[src/logic/cbc_map.svh]
`ifndef CBC_MAP_SVH
`define CBC_MAP_SVH
// register byte addresses
`define CBC_OFS_SKT_CTRL 8'h10
`define CBC_OFS_PWR_MGMT 8'h20
`define CBC_OFS_IRQ_STAT 8'h30
`define CBC_OFS_IRQ_MASK 8'h34
// socket control fields
`define CBC_SC_VPP_LO 0
`define CBC_SC_VCC_LO 4
`define CBC_SC_STOP_BIT 7
// power management fields
`define CBC_PM_SEL_BIT 0
`define CBC_PM_EN_BIT 16
`define CBC_PM_SLOW_BIT 24
`define CBC_PM_ACC_BIT 25
// supply codes
`define CBC_SUP_OFF 3'h0
`define CBC_VPP_12V0 3'h1
`define CBC_SUP_5V0 3'h2
`define CBC_SUP_3V3 3'h3
`define CBC_SUP_XV 3'h4
`define CBC_SUP_YV 3'h5
// timing
`define CBC_IDLE_CLKS 4'h8
`define CBC_DIV_LAST 4'hf
`define CBC_RESET_WORD 32'h0000_0000
`endif

[src/logic/cbc_pkg.sv]
package cbc_pkg;
	typedef enum logic [1:0] {CLK_RUN, CLK_STOPPED, CLK_SLOWED} cbc_clk_e;
	typedef logic [2:0] cbc_supply_t;
endpackage

[src/logic/cbc_socket_clock_power.sv]
// Overview of operation
// - policy 0: stop card clock after 8 idle clocks and a host stop request.
// - policy 1: stop card clock after 8 idle clocks, host request ignored.
// - card supply field bits 6:4; only off, 5.0, 3.3, X, Y are valid.
// - program supply field bits 2:0; off, 12, 5.0, 3.3, X, Y are valid.
// - supply fields cleared by global reset; also bus reset when events disabled.
// - reserved bits of both registers read as zero.
// - access flag bit 25 set on card access, cleared by power register read.
// - bit 24 reads 1 while card clock is changed, else 0.
// - bit 16 enables idle clock control, resets to 0.
// - with control on and idle, bit 0 selects stop (0) or divide by 16 (1).
// - socket powered only when request fits the detected card type.
`timescale 1ns/1ps
`include "cbc_map.svh"
module cbc_socket_clock_power (
	input wire logic clk_sys,
	input wire logic nrst,
	input wire logic pci_bus_reset_n,
	input wire logic pmeEnable,
	input wire logic [7:0] avsAddress,
	input wire logic avsRead,
	input wire logic avsWrite,
	input wire logic [31:0] avsWriteData,
	input wire logic [3:0] avsByteEnable,
	output logic [31:0] avsReadData,
	output logic avsWaitRequest,
	input wire logic cardBusy,
	input wire logic cardAccess,
	input wire logic pciStopRequest,
	input wire logic card5vOk,
	input wire logic card3vOk,
	input wire logic cardXvOk,
	input wire logic cardYvOk,
	output logic cardClockEnable,
	output logic [2:0] cardSupplyApplied,
	output logic [2:0] programSupplyApplied,
	output logic irq
);
	// =====================================
	// reset and input synchronisers
	logic [1:0] rstSync_q;
	logic rstN;
	always_ff @(posedge clk_sys or negedge nrst) begin
		if (!nrst) rstSync_q <= 2'h0;
		else rstSync_q <= {rstSync_q[0], 1'h1};
	end
	assign rstN = rstSync_q[1];

	logic [1:0] prstSync_q;
	logic [1:0] pmeSync_q;
	logic [1:0] busySync_q;
	logic [1:0] accSync_q;
	logic [1:0] stopSync_q;
	logic [3:0] okSync1_q;
	logic [3:0] okSync2_q;
	always_ff @(posedge clk_sys or negedge rstN) begin
		if (!rstN) begin
			prstSync_q <= 2'h3;
			pmeSync_q <= 2'h0;
			busySync_q <= 2'h0;
			accSync_q <= 2'h0;
			stopSync_q <= 2'h0;
			okSync1_q <= 4'h0;
			okSync2_q <= 4'h0;
		end else begin
			prstSync_q <= {prstSync_q[0], pci_bus_reset_n};
			pmeSync_q <= {pmeSync_q[0], pmeEnable};
			busySync_q <= {busySync_q[0], cardBusy};
			accSync_q <= {accSync_q[0], cardAccess};
			stopSync_q <= {stopSync_q[0], pciStopRequest};
			okSync1_q <= {cardYvOk, cardXvOk, card3vOk, card5vOk};
			okSync2_q <= okSync1_q;
		end
	end
	logic busReset;
	assign busReset = !prstSync_q[1];

	// =====================================
	// avalon slave
	logic wrStrobe;
	logic rdStrobe;
	logic rdPending_q;
	logic rdCapture;
	// read side effects land on the edge that latches read data, so no event slips between
	assign rdCapture = avsRead && !rdPending_q;
	assign wrStrobe = avsWrite;
	assign rdStrobe = avsRead && rdPending_q;
	assign avsWaitRequest = avsRead && !rdPending_q;
	always_ff @(posedge clk_sys or negedge rstN) begin
		if (!rstN) rdPending_q <= 1'h0;
		else rdPending_q <= avsRead && !rdPending_q;
	end
	logic wrCtrl;
	logic wrPm;
	logic wrMask;
	logic rdPm;
	logic rdStat;
	assign wrCtrl = wrStrobe && avsAddress == `CBC_OFS_SKT_CTRL && avsByteEnable[0];
	assign wrPm = wrStrobe && avsAddress == `CBC_OFS_PWR_MGMT;
	assign wrMask = wrStrobe && avsAddress == `CBC_OFS_IRQ_MASK && avsByteEnable[0];
	assign rdPm = rdCapture && avsAddress == `CBC_OFS_PWR_MGMT;
	assign rdStat = rdCapture && avsAddress == `CBC_OFS_IRQ_STAT;

	// =====================================
	// socket control
	logic stopPolicy_q;
	cbc_pkg::cbc_supply_t vccReq_q;
	cbc_pkg::cbc_supply_t vppReq_q;
	always_ff @(posedge clk_sys or negedge rstN) begin
		if (!rstN) stopPolicy_q <= 1'h0;
		else if (wrCtrl) stopPolicy_q <= avsWriteData[`CBC_SC_STOP_BIT];
	end
	always_ff @(posedge clk_sys or negedge rstN) begin
		if (!rstN) begin
			vccReq_q <= `CBC_SUP_OFF;
			vppReq_q <= `CBC_SUP_OFF;
		end else if (busReset && !pmeSync_q[1]) begin
			vccReq_q <= `CBC_SUP_OFF;
			vppReq_q <= `CBC_SUP_OFF;
		end else if (wrCtrl) begin
			vccReq_q <= avsWriteData[`CBC_SC_VCC_LO +: 3];
			vppReq_q <= avsWriteData[`CBC_SC_VPP_LO +: 3];
		end
	end

	// =====================================
	// supply gating against card type
	function automatic logic supplyFits(input cbc_pkg::cbc_supply_t code, input logic [3:0] ok, input logic isVpp);
		unique case (code)
			`CBC_SUP_OFF: supplyFits = 1'h1;
			`CBC_VPP_12V0: supplyFits = isVpp;
			`CBC_SUP_5V0: supplyFits = ok[0];
			`CBC_SUP_3V3: supplyFits = ok[1];
			`CBC_SUP_XV: supplyFits = ok[2];
			`CBC_SUP_YV: supplyFits = ok[3];
			default: supplyFits = 1'h0;
		endcase
	endfunction
	logic vccFits;
	logic vppFits;
	assign vccFits = supplyFits(vccReq_q, okSync2_q, 1'h0);
	assign vppFits = supplyFits(vppReq_q, okSync2_q, 1'h1);
	always_ff @(posedge clk_sys or negedge rstN) begin
		if (!rstN) begin
			cardSupplyApplied <= `CBC_SUP_OFF;
			programSupplyApplied <= `CBC_SUP_OFF;
		end else begin
			cardSupplyApplied <= vccFits ? vccReq_q : `CBC_SUP_OFF;
			programSupplyApplied <= (vccFits && vppFits) ? vppReq_q : `CBC_SUP_OFF;
		end
	end

	// =====================================
	// power management
	logic ctrlEnable_q;
	logic divideSel_q;
	logic accessed_q;
	always_ff @(posedge clk_sys or negedge rstN) begin
		if (!rstN) begin
			ctrlEnable_q <= 1'h0;
			divideSel_q <= 1'h0;
		end else if (wrPm) begin
			if (avsByteEnable[2]) ctrlEnable_q <= avsWriteData[`CBC_PM_EN_BIT];
			if (avsByteEnable[0]) divideSel_q <= avsWriteData[`CBC_PM_SEL_BIT];
		end
	end
	always_ff @(posedge clk_sys or negedge rstN) begin
		if (!rstN) accessed_q <= 1'h0;
		else if (accSync_q[1]) accessed_q <= 1'h1;
		else if (rdPm) accessed_q <= 1'h0;
	end

	// =====================================
	// clock control
	cbc_pkg::cbc_clk_e clkState_q;
	logic [3:0] idleCnt_q;
	logic [3:0] divCnt_q;
	logic idleLong;
	logic stopOk;
	assign idleLong = idleCnt_q == `CBC_IDLE_CLKS;
	assign stopOk = stopPolicy_q || stopSync_q[1];
	always_ff @(posedge clk_sys or negedge rstN) begin
		if (!rstN) idleCnt_q <= 4'h0;
		else if (busySync_q[1]) idleCnt_q <= 4'h0;
		else if (!idleLong) idleCnt_q <= idleCnt_q + 4'h1;
	end
	always_ff @(posedge clk_sys or negedge rstN) begin
		if (!rstN) clkState_q <= cbc_pkg::CLK_RUN;
		else begin
			unique case (clkState_q)
				cbc_pkg::CLK_RUN: begin
					if (ctrlEnable_q && idleLong) begin
						if (divideSel_q) clkState_q <= cbc_pkg::CLK_SLOWED;
						else if (stopOk) clkState_q <= cbc_pkg::CLK_STOPPED;
					end
				end
				cbc_pkg::CLK_STOPPED: begin
					if (!ctrlEnable_q || busySync_q[1]) clkState_q <= cbc_pkg::CLK_RUN;
					else if (divideSel_q) clkState_q <= cbc_pkg::CLK_SLOWED;
				end
				cbc_pkg::CLK_SLOWED: begin
					if (!ctrlEnable_q || busySync_q[1]) clkState_q <= cbc_pkg::CLK_RUN;
					else if (!divideSel_q) clkState_q <= cbc_pkg::CLK_RUN;
				end
			endcase
		end
	end
	always_ff @(posedge clk_sys or negedge rstN) begin
		if (!rstN) divCnt_q <= 4'h0;
		else divCnt_q <= divCnt_q + 4'h1;
	end
	always_ff @(posedge clk_sys or negedge rstN) begin
		if (!rstN) cardClockEnable <= 1'h1;
		else begin
			unique case (clkState_q)
				cbc_pkg::CLK_RUN: cardClockEnable <= 1'h1;
				cbc_pkg::CLK_STOPPED: cardClockEnable <= 1'h0;
				cbc_pkg::CLK_SLOWED: cardClockEnable <= divCnt_q == `CBC_DIV_LAST;
			endcase
		end
	end
	logic clockChanged;
	assign clockChanged = clkState_q != cbc_pkg::CLK_RUN;

	// =====================================
	// interrupts
	logic [1:0] irqStat_q;
	logic [1:0] irqMask_q;
	logic [1:0] irqEvent;
	logic clockChangedPrev_q;
	always_ff @(posedge clk_sys or negedge rstN) begin
		if (!rstN) clockChangedPrev_q <= 1'h0;
		else clockChangedPrev_q <= clockChanged;
	end
	assign irqEvent = {clockChanged && !clockChangedPrev_q, accSync_q[1] && !accessed_q};
	always_ff @(posedge clk_sys or negedge rstN) begin
		if (!rstN) irqStat_q <= 2'h0;
		else irqStat_q <= irqEvent | (rdStat ? 2'h0 : irqStat_q);
	end
	always_ff @(posedge clk_sys or negedge rstN) begin
		if (!rstN) irqMask_q <= 2'h0;
		else if (wrMask) irqMask_q <= avsWriteData[1:0];
	end
	assign irq = |(irqStat_q & irqMask_q);

	// =====================================
	// read data
	always_ff @(posedge clk_sys or negedge rstN) begin
		if (!rstN) avsReadData <= `CBC_RESET_WORD;
		else if (rdCapture) begin
			avsReadData <= `CBC_RESET_WORD;
			unique case (avsAddress)
				`CBC_OFS_SKT_CTRL: begin
					avsReadData[`CBC_SC_STOP_BIT] <= stopPolicy_q;
					avsReadData[`CBC_SC_VCC_LO +: 3] <= vccReq_q;
					avsReadData[`CBC_SC_VPP_LO +: 3] <= vppReq_q;
				end
				`CBC_OFS_PWR_MGMT: begin
					avsReadData[`CBC_PM_ACC_BIT] <= accessed_q;
					avsReadData[`CBC_PM_SLOW_BIT] <= clockChanged;
					avsReadData[`CBC_PM_EN_BIT] <= ctrlEnable_q;
					avsReadData[`CBC_PM_SEL_BIT] <= divideSel_q;
				end
				`CBC_OFS_IRQ_STAT: avsReadData[1:0] <= irqStat_q;
				`CBC_OFS_IRQ_MASK: avsReadData[1:0] <= irqMask_q;
				default: avsReadData <= `CBC_RESET_WORD;
			endcase
		end
	end
endmodule

[config.mk]
export PLATFORM = sky130hd
export DESIGN_NAME = cbc_socket_clock_power
export DESIGN_NICKNAME = d
export VERILOG_FILES = /design/src/logic/cbc_pkg.sv /design/src/logic/cbc_socket_clock_power.sv
export VERILOG_INCLUDE_DIRS = /design/src /design/src/logic
export SDC_FILE = /design/constraint.sdc
export NUM_CORES = 1
export LEC_CHECK = 0
export ABC_AREA = 1
export CELL_PAD_IN_SITES_DETAIL_PLACEMENT = 1
export CELL_PAD_IN_SITES_GLOBAL_PLACEMENT = 1
export CORE_MARGIN = 3
export CORE_UTILIZATION = 30
export CTS_BUF_LIST = sky130_fd_sc_hd__clkbuf_16
export DETAILED_ROUTE_END_ITERATION = 6
export DONT_BUFFER_PORTS = 1
export PLACE_DENSITY = 0.56
export SKIP_CTS_REPAIR_TIMING = 1
export SLEW_MARGIN = 25
export SYNTH_ARGS = -nofsm -noshare
export SYNTH_HDL_FRONTEND = slang
export SYNTH_SLANG_ARGS = --single-unit
[constraint.sdc]
create_clock -name clk_sys -period 3.24 [get_ports clk_sys]
set_input_delay 0.81 -clock clk_sys [delete_from_list [all_inputs] [get_ports clk_sys]]
set_output_delay 0.81 -clock clk_sys [all_outputs]
set_load 0.005 [all_outputs]
Yosys cells after proc, flatten, opt, wreduce, memory -nomap -nowiden:

Cells that the tools add are included.

* register bits: 63
* word-level logic and storage cells: 111
* memories: 0
* RAM bits: 0
* ROM bits: 0
* output and inout port bits: 41
* bits in latches: 0

* order comparisons: 0
* shift operators: 0
* eq/ne operators: 22
* add/subtract/negate cells: 2
* divide/modulo/power cells: 0
* bitwise gates (word level): 2
* multiplexer cells: 28
* reductions and logical operators: 32
* $mul: 0

Operators with widths (number)
* 8-bit by 6-bit equality test with 1-bit output, second input constant: 3
* 2-bit 2-to-1 mux: 9
* 3-bit 2-to-1 mux: 6
* 1-bit logical AND: 13
* 3-bit by 2-bit equality test with 1-bit output, second input constant: 4
* 3-bit equality test, second input constant: 4
* 4-bit 2-to-1 mux: 3
* 1-bit one-hot mux with 5 select lines: 2
* 3-bit inequality test, second input constant: 3
* 4-bit by 1-bit adder with 4-bit output, second input constant: 2
* 4-bit equality test, second input constant: 2
* 8-bit by 5-bit equality test with 1-bit output, second input constant: 1
* 1-bit zero test: 6
* 3-bit zero test: 2
* 1-bit one-hot mux with 3 select lines: 2
* 2-bit one-hot mux with 3 select lines: 1
* 2-bit nonzero test: 3
* 1-bit 2-to-1 mux: 4
* 2-bit inequality test, second input constant: 2
* 1-bit one-hot mux with 4 select lines: 1
* 2-bit AND reduction: 2
* 4-bit AND reduction: 1
* 2-bit OR reduction: 2
* 3-bit by 1-bit equality test with 1-bit output, second input constant: 1
* other kinds (6): 7

Depth between registers and ports, before layout:

* word-level depth: 5
* gate-level depth with buffers: 9

Worst setup path before layout:

No wires, ideal clock.

* kind: input-to-output
* start point: in avsRead
* end point: out avsWaitRequest
* required time: 2430 ps
* stages on the path: 2
* path buffers: 0
* slack: 1400 ps
* arrival: 1030 ps
* path through: inv_1 -> nor2_2

* longest elaborated chain between the ends: 1

Ends and longest elaborated chain
* start, declared: line cbc_socket_clock_power.sv:21 `input wire logic avsRead,`
* 1-bit logical AND: line cbc_socket_clock_power.sv:88 `assign avsWaitRequest = avsRead && !rdPending_q;`
* end, declared: line cbc_socket_clock_power.sv:26 `output logic avsWaitRequest,`

Every way passes these cells.

Worst setup path after layout:

Ends and elaborated chain as after synthesis.

==> reports/metrics.csv <==
stage;metric;value;unit
logic_synthesis;synth_edf_count;0;
floorplan;start_util;31.1;%
power_and_ir_drop;powerDensity;661;mW/mm^2
logic_synthesis;yosysWarnings;0;
placed_design;gp_congestion;0.769;
sta;finalHoldViolations;0;
logic_synthesis;netlist-cell-type-count;29;
placed_design;dp.cells;381;
setup_path;slowest_stage;nor2_2;
logic_synthesis;ys_ff_latch;63;
layout;final_cells;397;
clocking;cts_sinks;63;
layout;n_antenna_cell;0;
route;vias;1789;
clocking;cts_tree;built;
route;ant_nets;0;
floorplan;io_pins;98;
logic_synthesis;synth_area;0.00273;sq mm
floorplan;die_x;101;um
route;drt_pass1_iterations;4;
route;routed_wl;5.68;mm
floorplan;coreArea;0.00876;sq mm
clocking;cts_max_level;3;
power_and_ir_drop;leakagePower;1.57;nW
setup_path;cp.arrival;1.11;ns
setup_path;crit_family;simple AND/OR/NAND/NOR gates;
layout;syn_to_final_growth;12.9;%
logic_synthesis;synth_most_common_cell;dfrtp_1;
setup_path;cp_cell_sequence;inv_1 -> nor2_2;
clocking;cts_root_buf;clkbuf_16;
grt;antenna_found_initial;0;
logic_synthesis;synth.area.top_cells;dfrtp_1 (55%), nand2_1 (6.5%), buf_4 (6.1%);
setup_path;critical_path_class;in -> out;
logic_synthesis;synth_top_area_share;55.0;%
min_path;hp-class;in -> async;
floorplan;die_y;101;um
sta;min_period;1.92;ns
layout;finalNetCount;347;
route;drc;0;
setup_path;slowest_delay;0.28;ns
grt;grt-ovfl-total;0;
route;vias_per_cell;4.51;
route;drt_iter0_drc;96;
sta;clock.fmax;519;MHz
logic_synthesis;synth_top_flop_cell;dfrtp_1;
placed_design;hpwl;4.14;mm
logic_synthesis;avgSynthCellArea;9.92;sq um
sta;max-slew-margin-rel;59.2;%
sta;maxSlewViolCount;0;
setup_path;critPathLaunchType;primary input;
sta;rsz0062_at_grt;false;
floorplan;die_area;0.0103;sq mm
sta;skew;0.00571;ns
logic_synthesis;synth-async-reset-ratio;100;%
logic_synthesis;yosys-top-cells-count;dfrtp_1 (60), nand2_1 (47), inv_1 (25);
logic_synthesis;yosys.area.top_type;dfrtp_1;
layout;drive_above_1_share;13.8;%
route;wire_per_inst;14.3;um
setup_path;crit_buf_inv;1;
clocking;path_clk_slew;0.05;ns
grt;grt_pass1_wl;9.59;mm
sta;setup_tns;0;ns
sta;setup_violations;0;
power_and_ir_drop;irDropWorstVdd;0.000234;V
grt;grt_pass1_vias;1921;
floorplan;rows;34;
setup_path;critPathMaxFanout;7;
setup_path;crit_required;2.43;ns
status;status;finished clean;
logic_synthesis;synth.yosys.seq_area_share;57.9;%
setup_path;endpoint_kind;output pin;
placed_design;portBuffers;0;
sta;worst_pin_slew;0.612;ns
clocking;clk_latency;0.33;ns
logic_synthesis;syn-instance-count;275;
sta;final.period_utilization;59.4;%
flow_run;maxCapViolCount;0;
clocking;clock_path_buffers;2;
grt;grt_max_degree;35;
clocking;cts_buffers;9;
grt;grt_use_total;12.3;%
worst paths after layout:
kind	endpoint	start	cells past startpoint	slack, ns
setup / recovery	avsWaitRequest	avsRead	2	1.32
hold / removal	rstSync_q[1]	nrst	0	0.18
setup reg to reg	clkState_q[1]	idleCnt_q[0]	9	1.83
hold reg to reg	cardSupplyApplied[1]	rstSync_q[1]	0	0.28
max in group asynchronous	cardClockEnable	rstSync_q[1]	1	2.05
min in group clk_sys	okSync2_q[0]	okSync1_q[0]	0	0.34
layout make-up:
class | instances | area (sq um)
clock buffers | 9 | 225
clock inverters | 7 | 80.1
fillers | 1016 | 5680
inverters | 38 | 143
multi-input cells | 171 | 910
flip-flops and latches | 63 | 1580
well taps | 108 | 135
repair buffers | 1 | 7.51
layer usage:
| layer | vias up | GRT usage [%] | part of all wire, % |
|---|---|---|---|
| li1 | 857 | - | - |
| met1 | 874 | 16.0 | 45 |
| met2 | 51 | 18.3 | 46 |
| met3 | 7 | 3.44 | 6.6 |
| met4 | 0 | 7.36 | 2.0 |
| met5 | - | 0 | 0 |
cell families after synthesis:
kind of cell / Yosys count / share of synthesized area (%)
buffers and inverters: 62 / 11.6
DFF: 63 / 57.9
other: 2 / 0.275
and+or+nand+nor: 96 / 16.9
xor gates and xnor gates: 3 / 0.963
adders and majority gates: 6 / 2.75
AOI/OAI and AO/OA: 43 / 9.54
metrics by stage:
step / utilization, % / hold slack, ns / worst slack (ns) / cell area [sq um] / power, mW
finish: 35.2 / 0.179 / 1.32 / 3080 / 2.04
global route: 35.2 / 0.162 / 1.28 / 3080 / 2.16
CTS: 35.2 / 0.164 / 1.27 / 3080 / 2.07
detailed placement: 31.7 / 0.311 / 1.27 / 2780 / 1.07
global placement: 31.7 / 0.304 / 1.31 / 2780 / 1.06
floorplan: - / 0.331 / 1.36 / 2810 / 1.03
cells in the final DEF, fill, tap and decap left out:
| master | Yosys | final |
|---|---|---|
| a211oi_1 | 1 | 1 |
| a21oi_1 | 3 | 3 |
| nand2_1 | 47 | 47 |
| conb_1 | 2 | 23 |
| nor2_2 | 3 | 3 |
| o21ai_4 | 1 | 1 |
| o41ai_1 | 2 | 2 |
| inv_2 | 13 | 13 |
| inv_1 | 25 | 27 |
| clkinv_1 | 0 | 2 |
| xor2_1 | 2 | 2 |
| nand2_4 | 2 | 2 |
| a21o_1 | 1 | 1 |
| a22o_1 | 1 | 1 |
| nand3_1 | 21 | 21 |
| o31ai_1 | 6 | 6 |
| ha_1 | 6 | 6 |
| nor2_8 | 2 | 2 |
| nand2_2 | 2 | 2 |
| xnor2_1 | 1 | 1 |
| o21ai_1 | 17 | 17 |
| dfrtp_1 | 60 | 59 |
| buf_4 | 22 | 1 |
| dfrtp_2 | 0 | 1 |
| clkbuf_16 | 0 | 9 |
| clkinv_2 | 0 | 1 |
| nand4_1 | 5 | 5 |
| o21ai_0 | 9 | 9 |
| bufinv_16 | 0 | 2 |
| o22ai_1 | 2 | 2 |
| dfstp_2 | 3 | 3 |
| nor2_1 | 13 | 13 |
| or2_0 | 1 | 1 |
state kept, by name (all words and copies together), names as in the netlist, 2 cells and up:
| signal | count |
|---|---|
| okSync1_q | 4 |
| okSync2_q | 4 |
| clkState_q | 2 |
| irqMask_q | 2 |
| irqStat_q | 2 |
| vccReq_q | 3 |
| cardSupplyApplied | 3 |
| accSync_q | 2 |
| programSupplyApplied | 3 |
| divCnt_q | 4 |
| prstSync_q | 2 |
| pmeSync_q | 2 |
| vppReq_q | 3 |
| busySync_q | 2 |
| stopSync_q | 2 |
| avsReadData | 10 |
| idleCnt_q | 4 |
| rstSync_q | 2 |
worst reg2reg max path: stages, from the launching register on:
cell and delay (ns):
dfrtp_1 0.40, inv_1 0.11, ha_1 0.15, inv_1 0.04
nor2_1 0.08, nand2_1 0.07, o21ai_1 0.21, nand3_1 0.13
nand2_1 0.07, nand2_1 0.05
power breakdown:
group,leakage (nW),internal (mW),switching [mW],total [mW]
logic,0.617,0.0584,0.123,0.181
registers,0.794,0.838,0.0302,0.868
clock network,0.157,0.660,0.326,0.986
total,1.57,1.56,0.479,2.04
(Power assumes the default switching activity.)
